===== src/rtl/rx_diag_pkg.sv =====
// shared constants and types for the per-port diagnostic status bank
package rx_diag_pkg;
    localparam int PORT_COUNT = 4;
    localparam logic [7:0] OFS_PORT_SELECT = 8'h4c;
    localparam logic [7:0] OFS_TEMP_LEVEL = 8'h53;
    localparam logic [7:0] OFS_CSI_FLAGS = 8'h54;
    localparam logic [7:0] OFS_PAR_HIGH = 8'h55;
    localparam logic [7:0] OFS_PAR_LOW = 8'h56;
    localparam logic [7:0] OFS_SELF_TEST = 8'h57;
    localparam logic [7:0] RESET_BYTE = 8'h00;
    localparam logic [15:0] RESET_PAR_COUNT = 16'h0000;
    localparam logic [7:0] RESET_SELF_TEST = 8'h00;
    localparam logic [2:0] RESET_TEMP = 3'h0;
    localparam logic [4:0] RESET_CSI = 5'h00;
    localparam logic [1:0] RESET_PORT_SEL = 2'h0;
    localparam int CSI_FIELD_WIDTH = 5;
    localparam int TEMP_FIELD_WIDTH = 3;

    // status frame delivered by the forward channel of one port
    typedef struct packed {
        logic valid;
        logic [2:0] tempLevel;
        logic remoteDoubleEccFlag;
        logic remoteChecksumFlag;
        logic remoteStartOfTransmissionFlag;
        logic remoteSyncFlag;
        logic remoteControlFlag;
    } remote_status_t;

    // per-port event strobes from the receiver
    typedef struct packed {
        logic parityError;
        logic lockAcquired;
        logic selfTestError;
    } link_events_t;

    // host register access strobe bundle
    typedef struct packed {
        logic rd;
        logic wr;
        logic [7:0] addr;
        logic [7:0] wdata;
    } reg_access_t;
endpackage


===== src/rtl/rx_port_diag_status.sv =====
// per receive port diagnostic status bank with port-selected host access
`timescale 1ns/1ps
`default_nettype none

module rx_port_diag_status
    import rx_diag_pkg::*;
#(
    parameter int PORTS = PORT_COUNT
) (
    input wire logic clk_sys,
    input wire logic rstn,
    input wire reg_access_t hostAccess,
    input wire remote_status_t remoteStatus [PORTS],
    input wire link_events_t linkEvents [PORTS],
    output logic [7:0] readData,
    output logic readValid
);

    ////////////////////////////////////////////////////////////////////////
    typedef logic [$clog2(PORTS)-1:0] port_idx_t;

    function automatic logic [15:0] satInc16(input logic [15:0] v);
        return (v == 16'hffff) ? v : v + 16'h0001;
    endfunction

    function automatic logic [7:0] satInc8(input logic [7:0] v);
        return (v == 8'hff) ? v : v + 8'h01;
    endfunction

    port_idx_t portSel_q, portSel_d;
    logic [2:0] temp_q [PORTS];
    logic [2:0] temp_d [PORTS];
    logic [4:0] csi_q [PORTS];
    logic [4:0] csi_d [PORTS];
    logic [15:0] par_q [PORTS];
    logic [15:0] par_d [PORTS];
    logic [7:0] bist_q [PORTS];
    logic [7:0] bist_d [PORTS];
    logic [7:0] readData_q, readData_d;
    logic readValid_q, readValid_d;

    ////////////////////////////////////////////////////////////////////////
    always_comb begin
        portSel_d = portSel_q;
        readData_d = RESET_BYTE;
        readValid_d = hostAccess.rd;
        // port select is the only host-writable register here
        if (hostAccess.wr && hostAccess.addr == OFS_PORT_SELECT) begin
            portSel_d = port_idx_t'(hostAccess.wdata);
        end
        if (hostAccess.rd) begin
            case (hostAccess.addr)
                OFS_PORT_SELECT: readData_d = 8'(portSel_q);
                OFS_TEMP_LEVEL: readData_d = {5'h00, temp_q[portSel_q]};
                OFS_CSI_FLAGS: readData_d = {3'h0, csi_q[portSel_q]};
                OFS_PAR_HIGH: readData_d = par_q[portSel_q][15:8];
                OFS_PAR_LOW: readData_d = par_q[portSel_q][7:0];
                OFS_SELF_TEST: readData_d = bist_q[portSel_q];
                default: readData_d = RESET_BYTE;
            endcase
        end
        for (int p = 0; p < PORTS; p++) begin
            temp_d[p] = temp_q[p];
            csi_d[p] = csi_q[p];
            par_d[p] = par_q[p];
            bist_d[p] = bist_q[p];
            // host writes never reach the mirrored status
            if (remoteStatus[p].valid) begin
                temp_d[p] = remoteStatus[p].tempLevel;
                csi_d[p] = {remoteStatus[p].remoteDoubleEccFlag,
                    remoteStatus[p].remoteChecksumFlag,
                    remoteStatus[p].remoteStartOfTransmissionFlag,
                    remoteStatus[p].remoteSyncFlag,
                    remoteStatus[p].remoteControlFlag};
            end
            // clear by lock or low-byte read, then the same-cycle error still counts
            if (linkEvents[p].lockAcquired) begin
                par_d[p] = RESET_PAR_COUNT;
            end
            if (hostAccess.rd && hostAccess.addr == OFS_PAR_LOW
                && portSel_q == port_idx_t'(p)) begin
                par_d[p] = RESET_PAR_COUNT;
            end
            if (linkEvents[p].parityError) begin
                par_d[p] = satInc16(par_d[p]);
            end
            if (linkEvents[p].selfTestError) begin
                bist_d[p] = satInc8(bist_q[p]);
            end
        end
    end

    always_ff @(posedge clk_sys or negedge rstn) begin
        if (!rstn) begin
            portSel_q <= port_idx_t'(RESET_PORT_SEL);
            readData_q <= RESET_BYTE;
            readValid_q <= 1'b0;
            for (int p = 0; p < PORTS; p++) begin
                temp_q[p] <= RESET_TEMP;
                csi_q[p] <= RESET_CSI;
                par_q[p] <= RESET_PAR_COUNT;
                bist_q[p] <= RESET_SELF_TEST;
            end
        end else begin
            portSel_q <= portSel_d;
            readData_q <= readData_d;
            readValid_q <= readValid_d;
            for (int p = 0; p < PORTS; p++) begin
                temp_q[p] <= temp_d[p];
                csi_q[p] <= csi_d[p];
                par_q[p] <= par_d[p];
                bist_q[p] <= bist_d[p];
            end
        end
    end

    assign readData = readData_q;
    assign readValid = readValid_q;

    ////////////////////////////////////////////////////////////////////////
    // per-port count and status checks watch port 0, except the self-test saturation check on port PORTS-1; read checks use the port in portSel_q
    property p_portWrite;
        @(posedge clk_sys) disable iff (!rstn)
        hostAccess.wr && hostAccess.addr == OFS_PORT_SELECT
        |=> portSel_q == $past(port_idx_t'(hostAccess.wdata));
    endproperty
    a_portWrite: assert property (p_portWrite) else $error("port select not stored");

    property p_remoteLoad;
        @(posedge clk_sys) disable iff (!rstn)
        remoteStatus[0].valid |=> temp_q[0] == $past(remoteStatus[0].tempLevel);
    endproperty
    a_remoteLoad: assert property (p_remoteLoad) else $error("temp not loaded");

    property p_noRemoteHold;
        @(posedge clk_sys) disable iff (!rstn)
        !remoteStatus[0].valid |=> $stable(csi_q[0]) && $stable(temp_q[0]);
    endproperty
    a_noRemoteHold: assert property (p_noRemoteHold) else $error("status changed alone");

    property p_tempRead;
        @(posedge clk_sys) disable iff (!rstn)
        hostAccess.rd && hostAccess.addr == OFS_TEMP_LEVEL
        |=> readValid && readData[7:3] == 5'h00;
    endproperty
    a_tempRead: assert property (p_tempRead) else $error("temp reserved bits set");

    property p_csiRead;
        @(posedge clk_sys) disable iff (!rstn)
        hostAccess.rd && hostAccess.addr == OFS_CSI_FLAGS && !hostAccess.wr
        |=> readData == {3'h0, $past(csi_q[portSel_q])};
    endproperty
    a_csiRead: assert property (p_csiRead) else $error("csi flags wrong");

    property p_lowClear;
        @(posedge clk_sys) disable iff (!rstn)
        hostAccess.rd && hostAccess.addr == OFS_PAR_LOW && portSel_q == '0
        && !linkEvents[0].parityError |=> par_q[0] == 16'h0000;
    endproperty
    a_lowClear: assert property (p_lowClear) else $error("low read did not clear");

    property p_highKeep;
        @(posedge clk_sys) disable iff (!rstn)
        hostAccess.rd && hostAccess.addr == OFS_PAR_HIGH && !linkEvents[0].parityError
        && !linkEvents[0].lockAcquired |=> $stable(par_q[0]);
    endproperty
    a_highKeep: assert property (p_highKeep) else $error("high read changed count");

    property p_lockRestart;
        @(posedge clk_sys) disable iff (!rstn)
        linkEvents[0].lockAcquired && !linkEvents[0].parityError |=> par_q[0] == 16'h0000;
    endproperty
    a_lockRestart: assert property (p_lockRestart) else $error("lock did not restart");

    property p_parSat;
        @(posedge clk_sys) disable iff (!rstn)
        par_q[0] == 16'hffff && !linkEvents[0].lockAcquired
        && !(hostAccess.rd && hostAccess.addr == OFS_PAR_LOW) |=> par_q[0] == 16'hffff;
    endproperty
    a_parSat: assert property (p_parSat) else $error("parity count wrapped");

    property p_bistCount;
        @(posedge clk_sys) disable iff (!rstn)
        linkEvents[0].selfTestError && bist_q[0] != 8'hff
        |=> bist_q[0] == $past(bist_q[0]) + 8'h01;
    endproperty
    a_bistCount: assert property (p_bistCount) else $error("self-test count wrong");

    property p_highRead;
        @(posedge clk_sys) disable iff (!rstn)
        hostAccess.rd && hostAccess.addr == OFS_PAR_HIGH
        |=> readData == $past(par_q[portSel_q][15:8]);
    endproperty
    a_highRead: assert property (p_highRead) else $error("parity high byte wrong");

    property p_lowRead;
        @(posedge clk_sys) disable iff (!rstn)
        hostAccess.rd && hostAccess.addr == OFS_PAR_LOW
        |=> readData == $past(par_q[portSel_q][7:0]);
    endproperty
    a_lowRead: assert property (p_lowRead) else $error("parity low byte wrong");

    property p_selfTestRead;
        @(posedge clk_sys) disable iff (!rstn)
        hostAccess.rd && hostAccess.addr == OFS_SELF_TEST
        |=> readData == $past(bist_q[portSel_q]);
    endproperty
    a_selfTestRead: assert property (p_selfTestRead) else $error("self-test read wrong");

    // only reset may lower a saturated self-test count
    property p_bistSat;
        @(posedge clk_sys) disable iff (!rstn)
        bist_q[PORTS-1] == 8'hff |=> bist_q[PORTS-1] == 8'hff;
    endproperty
    a_bistSat: assert property (p_bistSat) else $error("self-test count wrapped");

endmodule

`default_nettype wire


===== config.mk =====
export PLATFORM = sky130hd
export DESIGN_NAME = rx_port_diag_status
export DESIGN_NICKNAME = d
export VERILOG_FILES = /design/src/rtl/rx_diag_pkg.sv /design/src/rtl/rx_port_diag_status.sv
export SDC_FILE = /design/constraint.sdc
export NUM_CORES = 1
export LEC_CHECK = 0
export BUFFER_PORTS_ARGS = -buffer_cell sky130_fd_sc_hd__buf_4
export CAP_MARGIN = 20
export CORE_ASPECT_RATIO = 1.5
export CORE_MARGIN = 2
export CORE_UTILIZATION = 50
export CTS_CLUSTER_DIAMETER = 150
export DETAILED_ROUTE_END_ITERATION = 10
export GPL_TIMING_DRIVEN = 0
export HOLD_SLACK_MARGIN = 0.1
export PLACE_DENSITY = 0.69
export SYNTH_ARGS = -nofsm -noshare
export SYNTH_HDL_FRONTEND = slang
export SYNTH_SLANG_ARGS = --single-unit

===== constraint.sdc =====
create_clock -name clk_sys -period 4.41 [get_ports clk_sys]
set_clock_uncertainty 0.05 [all_clocks]
set_input_delay 1.1025 -clock clk_sys [delete_from_list [all_inputs] [get_ports clk_sys]]
set_output_delay 1.1025 -clock clk_sys [all_outputs]
set_load 0.01 [all_outputs]

==> flow_summary.toml <==
[final_layout]
multi_input_area_mm2 = 0.00408
num-fill-cells = 1274
diodes = 0
nNetsFinal = 874
regArea_mm2 = 0.00348
area_delta_synth_final_pct = 16.9
stdcell_count = 1010
final_core_utilization = 0.600
drive_gt1_frac = 0.232

[setup_path]
path_cells = "buf_4, nor4bb_1, clkbuf_1, and3_4, buf_6, nor2_1, and2_1, ha_1, nand2_1, nor3_1, nand2_1, o21ai_0, mux2_2"
crit_path_top_delay_cell = "nor3_1"
setup.worst_path.end_class = "flop"
critPathBufInv = 3
critical_path_class = "primary input to flop"
required_ns = 4.67
cp.arrival_ns = 4.05
worst-path-stages = 13
cp_common_cell = "nand2_1"
cp_top_family = "simple AND/OR/NAND/NOR gates"
cp_slowest_stage_delay_ns = 0.49
crit_path_max_fanout = 10
r2r_cells = 12
startpoint_type = "primary input"

[timing]
drv_slew = 0
rsz0062_at_grt = "false"
setup_tns_ns = 0
finalSetupViolCount = 0
timing.fmax_mhz = 264
hold_violations = 0
relSlewSlack = 0.441
setup_slack_ns = 0.620
tightest_slew_ns = 0.838
timing.final.crit_share = 0.859
finalCriticalPeriod_ns = 3.79

[die]
design.die.area_mm2 = 0.0166
io_pins = 77
coreArea_mm2 = 0.0151
start_util = 0.513
fp.dieH_um = 157
placementRows = 55
die_w_um = 106

[clock_network]
clock_latency_ns = 0.43
htreeDepth = 4
cts_resized = 0
cts_tree = "yes"
clock-sinks = 139
hold_buffers = 0
cts_root_buf = "clkbuf_16"
clkTransAtPathRegs_ns = 0.06
postCtsSetupRepairBufs = 0
ctsLongestPathBuffers = 2
cts_inserted_buffers = 17

[placed_design]
place_hpwl_um = 15800
placed_cells = 978
place_ws_ns = 0.260
gp_congestion = 0.945
io_buffers = 64

[min_path]
hold_path_depth = 1
hp-class = "flop to flop"

[power]
powerDensity_mw_per_mm2 = 382
p_total_w = 0.00347
cellLeakagePower_nw = 3.84
vdd_drop_max_v = 0.000302

[flow_run]
maxCapViolations = 0

[route]
vias = 6301
firstDrtPassIters = 7
drc = 0
drtIter0Drc = 465
wl_um = 21000
vias_per_cell = 6.24
wl_per_cell_um = 20.8
ant_nets = 0

[synth]
synthesis.area_mm2 = 0.00777
synth_ff_type = "dfrtp_1"
yosys_warnings = 0
synthCells = 714
syn_nets = 790
synth_seq_cells = 139
yosysUniqueCellTypes = 64
yosysSeqAreaShare = 0.448
syn_avg_cell_area_um2 = 10.9
synth_edf_count = 0
ys_async_sr_fraction = 1.00

[global_route]
grt_pass1_vias = 6491
grt_use_total = 0.269
grt_first_pass_wirelength_um = 34100
overflow = 0
grt_max_degree = 88
grt_antenna_before_repair = 0

[run_status]
outcome = "complete, no violations"
-- metrics by stage --
step / hold WS (ns) / area [um2]
global placement: 0.432 / 8500
CTS: 0.440 / 9080
detailed placement: 0.430 / 8530
floorplan: 0.407 / 7770
finish: 0.443 / 9080
global route: 0.449 / 9080
-- cell usage in the layout (no fill, tap or decap), drive strengths merged, types with 18 or more instances in the layout --
cell	synthesis	layout
mux2	40	40
a21oi	18	18
mux4	33	33
nand2	54	54
nor2	53	53
xor2	22	22
o21ai	18	18
xnor2	33	33
dfrtp	139	139
and3	22	22
nand4	27	27
inv	17	26
clkbuf	19	36
nand3	35	35
buf	13	78
-- worst reg2reg max path, stage by stage (launching register included) --
cell	delay, ns
dfrtp_1	0.35
buf_2	0.21
buf_2	0.28
and2_1	0.21
a41oi_1	0.31
clkbuf_1	0.38
and2_1	0.20
ha_1	0.16
nand2_1	0.13
nor4_1	0.64
o21ai_0	0.28
xnor2_1	0.21
nor2_1	0.06
-- layout make-up --
type | count | area share
Clock buffer | 17 | 0.0468
Sequential cell | 139 | 0.383
Timing Repair Buffer | 65 | 0.0563
Tap cell | 199 | 0.0274
Multi-Input combinational cell | 526 | 0.449
Inverter | 17 | 0.00702
Buffer | 32 | 0.0165
Clock inverter | 15 | 0.0142
-- synth_stat cells, drive strengths merged (3+ instances only) --
cell | count | area share
a21oi | 18 | 0.012
a211oi | 6 | 0.0058
nor4 | 7 | 0.0064
a31o | 3 | 0.0034
and3 | 22 | 0.018
o21ai | 18 | 0.012
a31oi | 13 | 0.010
a41oi | 5 | 0.0056
or3 | 6 | 0.0055
nand4 | 27 | 0.022
ha | 8 | 0.013
nor3 | 17 | 0.011
buf | 13 | 0.010
nand3 | 35 | 0.023
nor2b | 3 | 0.0024
inv | 17 | 0.0082
and4b | 6 | 0.0077
a311oi | 5 | 0.0056
nand2 | 54 | 0.026
o211ai | 5 | 0.0048
dfrtp | 139 | 0.45
clkbuf | 19 | 0.0092
xor2 | 22 | 0.025
and2 | 16 | 0.013
mux2i | 7 | 0.0090
a22oi | 4 | 0.0039
xnor2 | 33 | 0.037
and4 | 9 | 0.010
mux4 | 33 | 0.096
nor3b | 4 | 0.0039
nand4b | 5 | 0.0056
nor4bb | 3 | 0.0039
nor2 | 53 | 0.026
mux2 | 40 | 0.058
nand2b | 8 | 0.0064
-- metal layers --
layer / share of wire / vias up / track usage / routed length [um]
li1: - / 2853 / - / -
met1: 0.38 / 3134 / 0.316 / 7980
met2: 0.52 / 249 / 0.471 / 10900
met3: 0.053 / 65 / 0.0483 / 1110
met4: 0.048 / 0 / 0.133 / 1010
met5: 0 / - / 0 / 0
-- registers in the layout, indices dropped and copies added (netlist names) --
name / flops
readValid: 1
csi_q: 20
bist_q: 32
par_q: 64
temp_q: 12
portSel_q: 2
readData: 8
-- power by group --
group          leakage (nW)  switching, W  internal, W  total, W
Combinational          1.76      0.000237     0.000272  0.000509
Clock                 0.261      0.000600     0.000737   0.00134
Sequential             1.81      0.000194      0.00143   0.00163
-- final timing paths --
kind	start	to	slack, ns
max in group asynchronous	rstn	bist_q[4]	2.94
worst max-delay path	hostAccess[14]	par_q[33]	0.62
worst min register to register	bist_q[31]	bist_q[31]	0.44
min in group asynchronous	rstn	par_q[54]	0.57
worst min-delay path	bist_q[31]	bist_q[31]	0.44
worst max register to register	portSel_q[0]	par_q[8]	0.82
-- cell families after synthesis --
logic type | count (synthesis) | synth area share
simple gates | 284 | 0.199
xor+xnor | 55 | 0.0620
mux | 80 | 0.163
fa+ha+maj | 8 | 0.0129
flops | 139 | 0.448
compound gates | 99 | 0.0875
buf+inv | 49 | 0.0275
Power figures use the tool's default switching activity.
